==> config.mk <==
export PLATFORM = sky130hd
export DESIGN_NAME = flash_status_write_guard
export DESIGN_NICKNAME = d
export VERILOG_FILES = /design/src/hdl/flash_status_write_guard.v /design/src/hdl/pin_sync.v /design/src/hdl/busy_timer.v
export VERILOG_INCLUDE_DIRS = /design/src /design/src/hdl
export SDC_FILE = /design/constraint.sdc
export NUM_CORES = 1
export LEC_CHECK = 0
export CORE_MARGIN = 5
export CORE_UTILIZATION = 56
export DETAILED_ROUTE_END_ITERATION = 6
export DONT_BUFFER_PORTS = 1
export PLACE_DENSITY = 0.71
export SYNTH_ARGS = -nofsm -noshare
export SYNTH_HDL_FRONTEND = slang
export SYNTH_SLANG_ARGS = --single-unit
==> constraint.sdc <==
create_clock -name clk -period 3.7 [get_ports clk]
set_input_delay 0.555 -clock clk [delete_from_list [all_inputs] [get_ports clk]]
set_output_delay 0.555 -clock clk [all_outputs]
set_load 0.05 [all_outputs]
==> src/hdl/flash_guard_defines.vh <==
// Constants shared by the serial flash status and protection logic.
// Assumes inclusion by bare name from the design files.
`ifndef FLASH_GUARD_DEFINES_VH
`define FLASH_GUARD_DEFINES_VH

`define CLK_PERIOD_NS 8
`define STATUS_WRITE_TIME_NS 40000
`define ARRAY_OP_TIME_NS 8000
`define STATUS_WRITE_CYCLES ((`STATUS_WRITE_TIME_NS + `CLK_PERIOD_NS - 1) / `CLK_PERIOD_NS)
`define ARRAY_OP_CYCLES ((`ARRAY_OP_TIME_NS + `CLK_PERIOD_NS - 1) / `CLK_PERIOD_NS)
`define TIMER_WIDTH 24

`define OP_WRITE_ENABLE 8'h06
`define OP_WRITE_DISABLE 8'h04
`define OP_WRITE_STATUS 8'h01
`define OP_READ_STATUS 8'h05
`define OP_PAGE_PROGRAM 8'h02
`define OP_SECTOR_ERASE 8'h20
`define OP_BLOCK_ERASE_A 8'h52
`define OP_BLOCK_ERASE_B 8'hD8
`define OP_CHIP_ERASE_A 8'h60
`define OP_CHIP_ERASE_B 8'hC7
`define OP_READ_MAKER_DEVICE_ID 8'h90
`define OP_READ_SECURITY 8'h2B
`define OP_WRITE_SECURITY 8'h2F
`define OP_ENTER_SECURED_AREA 8'hB1
`define OP_EXIT_SECURED_AREA 8'hC1

`define ST_BUSY 0
`define ST_WEL 1
`define ST_PROT_LO 2
`define ST_PROT_HI 5
`define ST_ZERO 6
`define ST_STATUS_WRITE_DISABLE 7

`define SEC_FACTORY_LOCK 0
`define SEC_LOCK_DOWN 1

`define RST_PROTECT_LEVEL 4'h0
`define RST_STATUS_WRITE_DISABLE 1'b0
`define ADDR_WIDTH 24
`define ARRAY_BLOCKS 7'h40

`endif

==> src/hdl/flash_status_write_guard.v <==
// Command interpreter for the status and protection logic of a serial flash.
// Assumes a mode 0 serial host on asynchronous pins, oversampled by clk.
`timescale 1ns/1ps
`default_nettype none
`include "flash_guard_defines.vh"
module flash_status_write_guard #(
  parameter [`TIMER_WIDTH-1:0] STATUS_WRITE_CYCLES = `STATUS_WRITE_CYCLES,
  parameter [`TIMER_WIDTH-1:0] ARRAY_OP_CYCLES = `ARRAY_OP_CYCLES,
  parameter [7:0] MAKER_ID = 8'h5A,
  parameter [7:0] DEVICE_ID = 8'h3C,
  parameter FACTORY_LOCKED = 1'b0
) (
  input wire clk,
  input wire rst_n,
  input wire cs_n_pin,
  input wire sclk_pin,
  input wire si_pin,
  input wire wp_n_pin,
  output reg so_q,
  output reg so_oe_q,
  output reg busy_q,
  output reg secured_area_q,
  output reg lock_down_q
);
  // MAKER_ID and DEVICE_ID defaults are arbitrary values.

  wire [3:0] pins_s;
  wire cs_n_s;
  wire sclk_s;
  wire si_s;
  wire wp_n_s;

  pin_sync #(
    .WIDTH(4),
    .RESET_VALUE(4'h9)
  ) u_pin_sync (
    .clk(clk),
    .rst_n(rst_n),
    .pin_in({cs_n_pin, sclk_pin, si_pin, wp_n_pin}),
    .pin_sync_out(pins_s)
  );

  assign cs_n_s = pins_s[3];
  assign sclk_s = pins_s[2];
  assign si_s = pins_s[1];
  assign wp_n_s = pins_s[0];

  reg cs_n_d_q;
  reg sclk_d_q;
  reg [6:0] rx_q;
  reg [2:0] bit_cnt_q;
  reg [2:0] byte_cnt_q;
  reg [7:0] op_q;
  reg [`ADDR_WIDTH-1:0] addr_q;
  reg [7:0] data_q;
  reg [7:0] tx_q;
  reg reply_q;
  reg id_sel_q;
  reg wel_q;
  reg status_write_disable_q;
  reg [3:0] prot_q;
  reg [4:0] new_status_q;
  reg status_job_q;
  reg timer_start_q;
  reg [`TIMER_WIDTH-1:0] timer_cycles_q;

  wire timer_done;

  busy_timer u_busy_timer (
    .clk(clk),
    .rst_n(rst_n),
    .start(timer_start_q),
    .cycles(timer_cycles_q),
    .done_q(timer_done)
  );

  wire sclk_rise = ~cs_n_s & sclk_s & ~sclk_d_q;
  wire sclk_fall = ~cs_n_s & ~sclk_s & sclk_d_q;
  wire cs_rise = cs_n_s & ~cs_n_d_q;
  wire [7:0] rx_byte = {rx_q, si_s};
  wire byte_done = sclk_rise & (bit_cnt_q == 3'h7);
  wire [7:0] cur_op = (byte_cnt_q == 3'h0) ? rx_byte : op_q;
  wire [2:0] next_byte = (byte_cnt_q == 3'h7) ? 3'h7 : byte_cnt_q + 3'h1;
  wire on_boundary = (bit_cnt_q == 3'h0);
  wire hw_protected = status_write_disable_q & ~wp_n_s;

  wire [7:0] status_byte;
  assign status_byte[`ST_STATUS_WRITE_DISABLE] = status_write_disable_q;
  assign status_byte[`ST_ZERO] = 1'b0;
  assign status_byte[`ST_PROT_HI:`ST_PROT_LO] = prot_q;
  assign status_byte[`ST_WEL] = wel_q;
  assign status_byte[`ST_BUSY] = busy_q;

  wire [7:0] security_byte;
  assign security_byte[7:2] = 6'h00;
  assign security_byte[`SEC_LOCK_DOWN] = lock_down_q;
  assign security_byte[`SEC_FACTORY_LOCK] = FACTORY_LOCKED;

  // Protect level N shields the top 2^(N-1) of 64 blocks; level 7 and up is everything.
  wire [6:0] first_prot_block = (prot_q >= 4'h7) ? 7'h00 :
    (`ARRAY_BLOCKS - (7'h01 << (prot_q - 4'h1)));
  wire addr_protected = (prot_q != 4'h0) &&
    ({1'b0, addr_q[21:16]} >= first_prot_block);

  wire is_block_erase = (op_q == `OP_BLOCK_ERASE_A) || (op_q == `OP_BLOCK_ERASE_B);
  wire is_chip_erase = (op_q == `OP_CHIP_ERASE_A) || (op_q == `OP_CHIP_ERASE_B);
  wire array_cmd_ok =
    ((op_q == `OP_PAGE_PROGRAM) && (byte_cnt_q >= 3'h5) && !addr_protected) ||
    (((op_q == `OP_SECTOR_ERASE) || is_block_erase) && (byte_cnt_q == 3'h4) &&
      !addr_protected) ||
    (is_chip_erase && (byte_cnt_q == 3'h1) && (prot_q == 4'h0));

  // Receive path, reply selection and serial output.
  always @(posedge clk or negedge rst_n) begin
    if (!rst_n) begin
      cs_n_d_q <= 1'b1;
      sclk_d_q <= 1'b0;
      rx_q <= 7'h00;
      bit_cnt_q <= 3'h0;
      byte_cnt_q <= 3'h0;
      op_q <= 8'h00;
      addr_q <= {`ADDR_WIDTH{1'b0}};
      data_q <= 8'h00;
      tx_q <= 8'h00;
      reply_q <= 1'b0;
      id_sel_q <= 1'b0;
      so_q <= 1'b0;
      so_oe_q <= 1'b0;
    end else begin
      cs_n_d_q <= cs_n_s;
      sclk_d_q <= sclk_s;
      if (cs_n_s) begin
        bit_cnt_q <= 3'h0;
        byte_cnt_q <= 3'h0;
        reply_q <= 1'b0;
        so_oe_q <= 1'b0;
        so_q <= 1'b0;
      end else if (sclk_rise) begin
        rx_q <= rx_byte[6:0];
        bit_cnt_q <= bit_cnt_q + 3'h1;
        if (byte_done) begin
          byte_cnt_q <= next_byte;
          if (byte_cnt_q == 3'h0) begin
            op_q <= rx_byte;
          end
          if ((byte_cnt_q >= 3'h1) && (byte_cnt_q <= 3'h3)) begin
            addr_q <= {addr_q[`ADDR_WIDTH-9:0], rx_byte};
          end
          if (byte_cnt_q == 3'h1) begin
            data_q <= rx_byte;
          end
          reply_q <= 1'b0;
          if (cur_op == `OP_READ_STATUS) begin
            tx_q <= status_byte;
            reply_q <= 1'b1;
          end else if (!busy_q && (cur_op == `OP_READ_SECURITY)) begin
            tx_q <= security_byte;
            reply_q <= 1'b1;
          end else if (!busy_q && (cur_op == `OP_READ_MAKER_DEVICE_ID)) begin
            if (byte_cnt_q == 3'h3) begin
              id_sel_q <= rx_byte[0];
              tx_q <= rx_byte[0] ? DEVICE_ID : MAKER_ID;
              reply_q <= 1'b1;
            end else if (byte_cnt_q >= 3'h4) begin
              id_sel_q <= ~id_sel_q;
              tx_q <= id_sel_q ? MAKER_ID : DEVICE_ID;
              reply_q <= 1'b1;
            end
          end
        end
      end else if (sclk_fall) begin
        so_oe_q <= reply_q;
        if (reply_q) begin
          so_q <= tx_q[7];
          tx_q <= {tx_q[6:0], 1'b0};
        end
      end
    end
  end

  // Command execution at deselect, and completion of timed cycles.
  always @(posedge clk or negedge rst_n) begin
    if (!rst_n) begin
      wel_q <= 1'b0;
      busy_q <= 1'b0;
      status_write_disable_q <= `RST_STATUS_WRITE_DISABLE;
      prot_q <= `RST_PROTECT_LEVEL;
      new_status_q <= 5'h00;
      status_job_q <= 1'b0;
      timer_start_q <= 1'b0;
      timer_cycles_q <= {`TIMER_WIDTH{1'b0}};
      secured_area_q <= 1'b0;
      lock_down_q <= 1'b0;
    end else begin
      timer_start_q <= 1'b0;
      if (timer_done) begin
        busy_q <= 1'b0;
        wel_q <= 1'b0;
        if (status_job_q) begin
          status_write_disable_q <= new_status_q[4];
          prot_q <= new_status_q[3:0];
        end
        status_job_q <= 1'b0;
      end else if (cs_rise && !busy_q && on_boundary) begin
        case (op_q)
          `OP_WRITE_ENABLE: begin
            if (byte_cnt_q == 3'h1) begin
              wel_q <= 1'b1;
            end
          end
          `OP_WRITE_DISABLE: begin
            if (byte_cnt_q == 3'h1) begin
              wel_q <= 1'b0;
            end
          end
          `OP_WRITE_STATUS: begin
            if ((byte_cnt_q == 3'h2) && wel_q && !hw_protected) begin
              new_status_q <= {data_q[`ST_STATUS_WRITE_DISABLE], data_q[`ST_PROT_HI:`ST_PROT_LO]};
              status_job_q <= 1'b1;
              busy_q <= 1'b1;
              timer_cycles_q <= STATUS_WRITE_CYCLES;
              timer_start_q <= 1'b1;
            end
          end
          `OP_WRITE_SECURITY: begin
            if (byte_cnt_q == 3'h1) begin
              lock_down_q <= 1'b1;
            end
          end
          `OP_ENTER_SECURED_AREA: begin
            if (byte_cnt_q == 3'h1) begin
              secured_area_q <= 1'b1;
            end
          end
          `OP_EXIT_SECURED_AREA: begin
            if (byte_cnt_q == 3'h1) begin
              secured_area_q <= 1'b0;
            end
          end
          default: begin
            if (wel_q && array_cmd_ok) begin
              busy_q <= 1'b1;
              timer_cycles_q <= ARRAY_OP_CYCLES;
              timer_start_q <= 1'b1;
            end
          end
        endcase
      end
    end
  end
endmodule
`default_nettype wire

==> src/hdl/pin_sync.v <==
// Two-stage synchroniser for a group of asynchronous pin inputs.
// Assumes the pins are unrelated to clk; each bit is synchronised alone.
`timescale 1ns/1ps
`default_nettype none
module pin_sync #(
  parameter WIDTH = 4,
  parameter [WIDTH-1:0] RESET_VALUE = {WIDTH{1'b0}}
) (
  input wire clk,
  input wire rst_n,
  input wire [WIDTH-1:0] pin_in,
  output wire [WIDTH-1:0] pin_sync_out
);
  genvar i;
  generate
    for (i = 0; i < WIDTH; i = i + 1) begin : g_bit
      reg meta_q;
      reg stable_q;
      always @(posedge clk or negedge rst_n) begin
        if (!rst_n) begin
          meta_q <= RESET_VALUE[i];
          stable_q <= RESET_VALUE[i];
        end else begin
          meta_q <= pin_in[i];
          stable_q <= meta_q;
        end
      end
      assign pin_sync_out[i] = stable_q;
    end
  endgenerate
endmodule
`default_nettype wire

==> src/hdl/busy_timer.v <==
// Down counter that times one self-timed internal cycle.
// Assumes start is a one-cycle pulse given only while the timer is idle.
`timescale 1ns/1ps
`default_nettype none
`include "flash_guard_defines.vh"
module busy_timer (
  input wire clk,
  input wire rst_n,
  input wire start,
  input wire [`TIMER_WIDTH-1:0] cycles,
  output reg done_q
);
  reg [`TIMER_WIDTH-1:0] count_q;
  reg running_q;

  always @(posedge clk or negedge rst_n) begin
    if (!rst_n) begin
      count_q <= {`TIMER_WIDTH{1'b0}};
      running_q <= 1'b0;
      done_q <= 1'b0;
    end else begin
      done_q <= 1'b0;
      if (start) begin
        count_q <= cycles;
        running_q <= 1'b1;
      end else if (running_q) begin
        if (count_q <= {{(`TIMER_WIDTH-1){1'b0}}, 1'b1}) begin
          running_q <= 1'b0;
          done_q <= 1'b1;
        end else begin
          count_q <= count_q - {{(`TIMER_WIDTH-1){1'b0}}, 1'b1};
        end
      end
    end
  end
endmodule
`default_nettype wire

==> results.ini <==
[outcome]
status = finished clean

[cts]
clk_pin_slew_ns = 0.11
cts.sinks = 111
clkLatencyLatePin_ns = 0.38
clockBufferDepth = 2
numCtsBuffers = 9
cts_root_buffer = clkbuf_8
cts_tree = yes
h-tree-depth = 3

[sta]
slew_violations = 0
max_freq_mhz = 334
rsz0062_at_grt = no
finalCritPeriodShare_pct = 80.9
setup_viol = 0
min_period_ns = 2.99
tightestPinTransition_ns = 0.752
finalSetupTns_ns = 0
slew_headroom_pct = 49.9
final.setup_skew_ns = 0.0166
hold_violations = 0

[logic_synthesis]
synthMuxAreaShare_pct = 9.31
yosysMostFrequentCell = dfrtp_1
synth_area_um2 = 5520
synth_ff_type = dfrtp_1
synthTopCellsByArea = dfrtp_1 (48%), mux2_2 (8.8%), nand2_1 (4.0%)
synthTopCellsByCount = dfrtp_1 (106), nand2_1 (59), mux2_2 (43), nor2_1 (43), o21ai_0 (21)
post_synth_xor_area_fraction_pct = 3.01
ys_ff_latch = 111
synth_cell_type_count = 68
syn_inst = 526
synth_compound_area_share_pct = 9.97
synth_edf_count = 0
synth_top_area_share_pct = 48.0
avgSynthCellArea_um2 = 10.5
ys_warn_count = 0
synth_largest_area_cell = dfrtp_1
synth_top_family_by_area = simple AND/OR/NAND/NOR gates
synth_nets = 548
synth.yosys.seq_area_share_pct = 50.4
synthAdderAreaFrac_pct = 3.81
synth-simple-area-share_pct = 20.4
synth_async_sr_flop_share_pct = 100

[critical_path]
crit_arrival_ns = 3.30
critPathKind = reg -> reg
path_max_fanout = 12
worstSetupStartpointType = flop
cp-end-kind = flop
cp.required_ns = 4.01

[global_routing]
globalRoute.totalOverflow = 0
grt_max_degree = 107
grt_pass1_vias = 3974
grtUsageTotal_pct = 21.3
grt_pass1_wl_um = 19800
antenna_found_initial = 0

[final_layout]
fill_cells = 790
drive_above_1_share_pct = 17.0
syn_to_final_growth_pct = 6.12
fin_nets = 542
diodes = 0

[drt]
drtIter0Drc = 308
vias_per_cell = 5.91
wl_per_cell_um = 17.0
wl_um = 11200
drtPass1Iterations = 4
dr_total_vias = 3891
drc = 0
ant_nets = 0

[floorplan]
dieArea_um2 = 11900
core_um2 = 9680
die_w_um = 109
die_h_um = 109
rows = 36
io_pins = 11
start_util_pct = 57.0

[pwr]
p_leak_nw = 2.75
p_per_area_nw_per_um2 = 359
ir_drop_mv = 0.239
finalPower_mw = 2.10

[place]
io_buffer_count = 0
gp_congestion = 0.856
place_hpwl_um = 7640

[flow_run]
drv_cap = 0

[worst_hold_path]
hp-class = in -> async

[worst max-delay path: stages (launching register included)]
cell,delay [ns]
dfrtp_1,0.51
nor3_1,0.22
nand2_1,0.10
ha_1,0.29
or3b_2,0.44
ha_1,0.28
a2111oi_0,0.35
o21ai_0,0.20
a211oi_1,0.24
o2111ai_1,0.19
o21ai_0,0.12
[kinds of logic (layout without fill, tap and decap cells)]
| logic type | after synthesis | in the layout |
|---|---|---|
| AND/OR/NAND/NOR | 210 | 210 |
| flip-flops | 111 | 111 |
| AO/OA/AOI/OAI | 82 | 82 |
| multiplexers | 46 | 46 |
| buffers and inverters | 41 | 40 |
| XOR/XNOR | 19 | 19 |
| adder cells (fa/ha/maj) | 17 | 17 |
[cell type report]
class | instances | area (um2) | share of cell area (%)
clock buffers | 10 | 128 | 2.18
clock inverters | 6 | 68.8 | 1.17
flip-flops and latches | 111 | 2780 | 47.5
repair buffers | 7 | 75.1 | 1.28
multi-input cells | 374 | 2570 | 43.9
well taps | 133 | 166 | 2.84
inverters | 17 | 63.8 | 1.09
[worst paths after layout]
kind	from	endpoint	slack, ns	cells past startpoint
worst max-delay path	prot_q[2]$_DFFE_PN0P_	busy_q$_DFFE_PN0P_	0.71	10
worst min-delay path	rst_n	addr_q[21]$_DFFE_PN0P_	0.10	1
worst max register to register	prot_q[2]$_DFFE_PN0P_	busy_q$_DFFE_PN0P_	0.71	10
worst min register to register	u_pin_sync.g_bit[3].meta_q$_DFF_PN1_	u_pin_sync.g_bit[3].stable_q$_DFF_PN1_	0.36	0
max in group asynchronous	rst_n	u_pin_sync.g_bit[0].meta_q$_DFF_PN1_	2.82	1
min in group clk	cs_n_pin	u_pin_sync.g_bit[3].meta_q$_DFF_PN1_	0.17	0
[power breakdown]
part	switching, mW	total [mW]	leakage [nW]	internal, mW
registers	0.0441	1.28	1.52	1.24
logic	0.0587	0.0886	1.14	0.0299
clock network	0.414	0.732	0.0973	0.319
[registers in the layout, summed over array words and instances (netlist names), 4 cells and up]
| register | cells |
|---|---|
| data_q | 5 |
| u_pin_sync.g_bit.stable_q | 4 |
| prot_q | 4 |
| rx_q | 7 |
| tx_q | 8 |
| new_status_q | 5 |
| u_busy_timer.count_q | 24 |
| addr_q | 18 |
| u_pin_sync.g_bit.meta_q | 4 |
| op_q | 8 |
[layout by cell type, fill, tap and decap left out, drive strengths merged, types with 3 or more instances in the layout]
cell type    n
and2         3
buf          6
nand3b       9
nor3        21
or3b         4
nor2b        6
dfrtp      106
nor4b        3
nand3        8
nand2b       8
dfstp        5
clkbuf      10
nand4        5
nand4b       5
nor4         6
ha          16
nand2       59
mux2i        3
or3          7
nor3b        4
xnor2        5
a211oi       5
or4          6
xor2        14
or2          3
o31ai        6
a21oi       17
o21a         8
nor2        44
o21ai       23
mux2        43
and3         4
inv         19
[per-layer routing]
metal,share of wire (%),global-route usage (%)
met4,2.9,8.19
met5,0,0
met2,46,32.6
met3,4.7,4.99
met1,47,29.6
[through the flow]
step	setup slack (ns)	instances	hold slack (ns)	area [um2]	utilization (%)
finish	0.708	658	0.104	5860	60.5
global route	0.379	658	0.122	5860	60.5
CTS	0.736	658	0.122	5860	60.5
detailed placement	0.753	640	0.266	5630	58.1
global placement	0.835	640	0.266	5630	58.1
floorplan	0.896	526	0.259	5520	-
[repair_timing]
action                    in CTS  in global routing
hold buffers                   2                  0
buffers inserted               0                  0
resized for setup              0                  0
hold endpoints to repair     106                  0
Note: power is estimated with default switching activity, not from simulation.
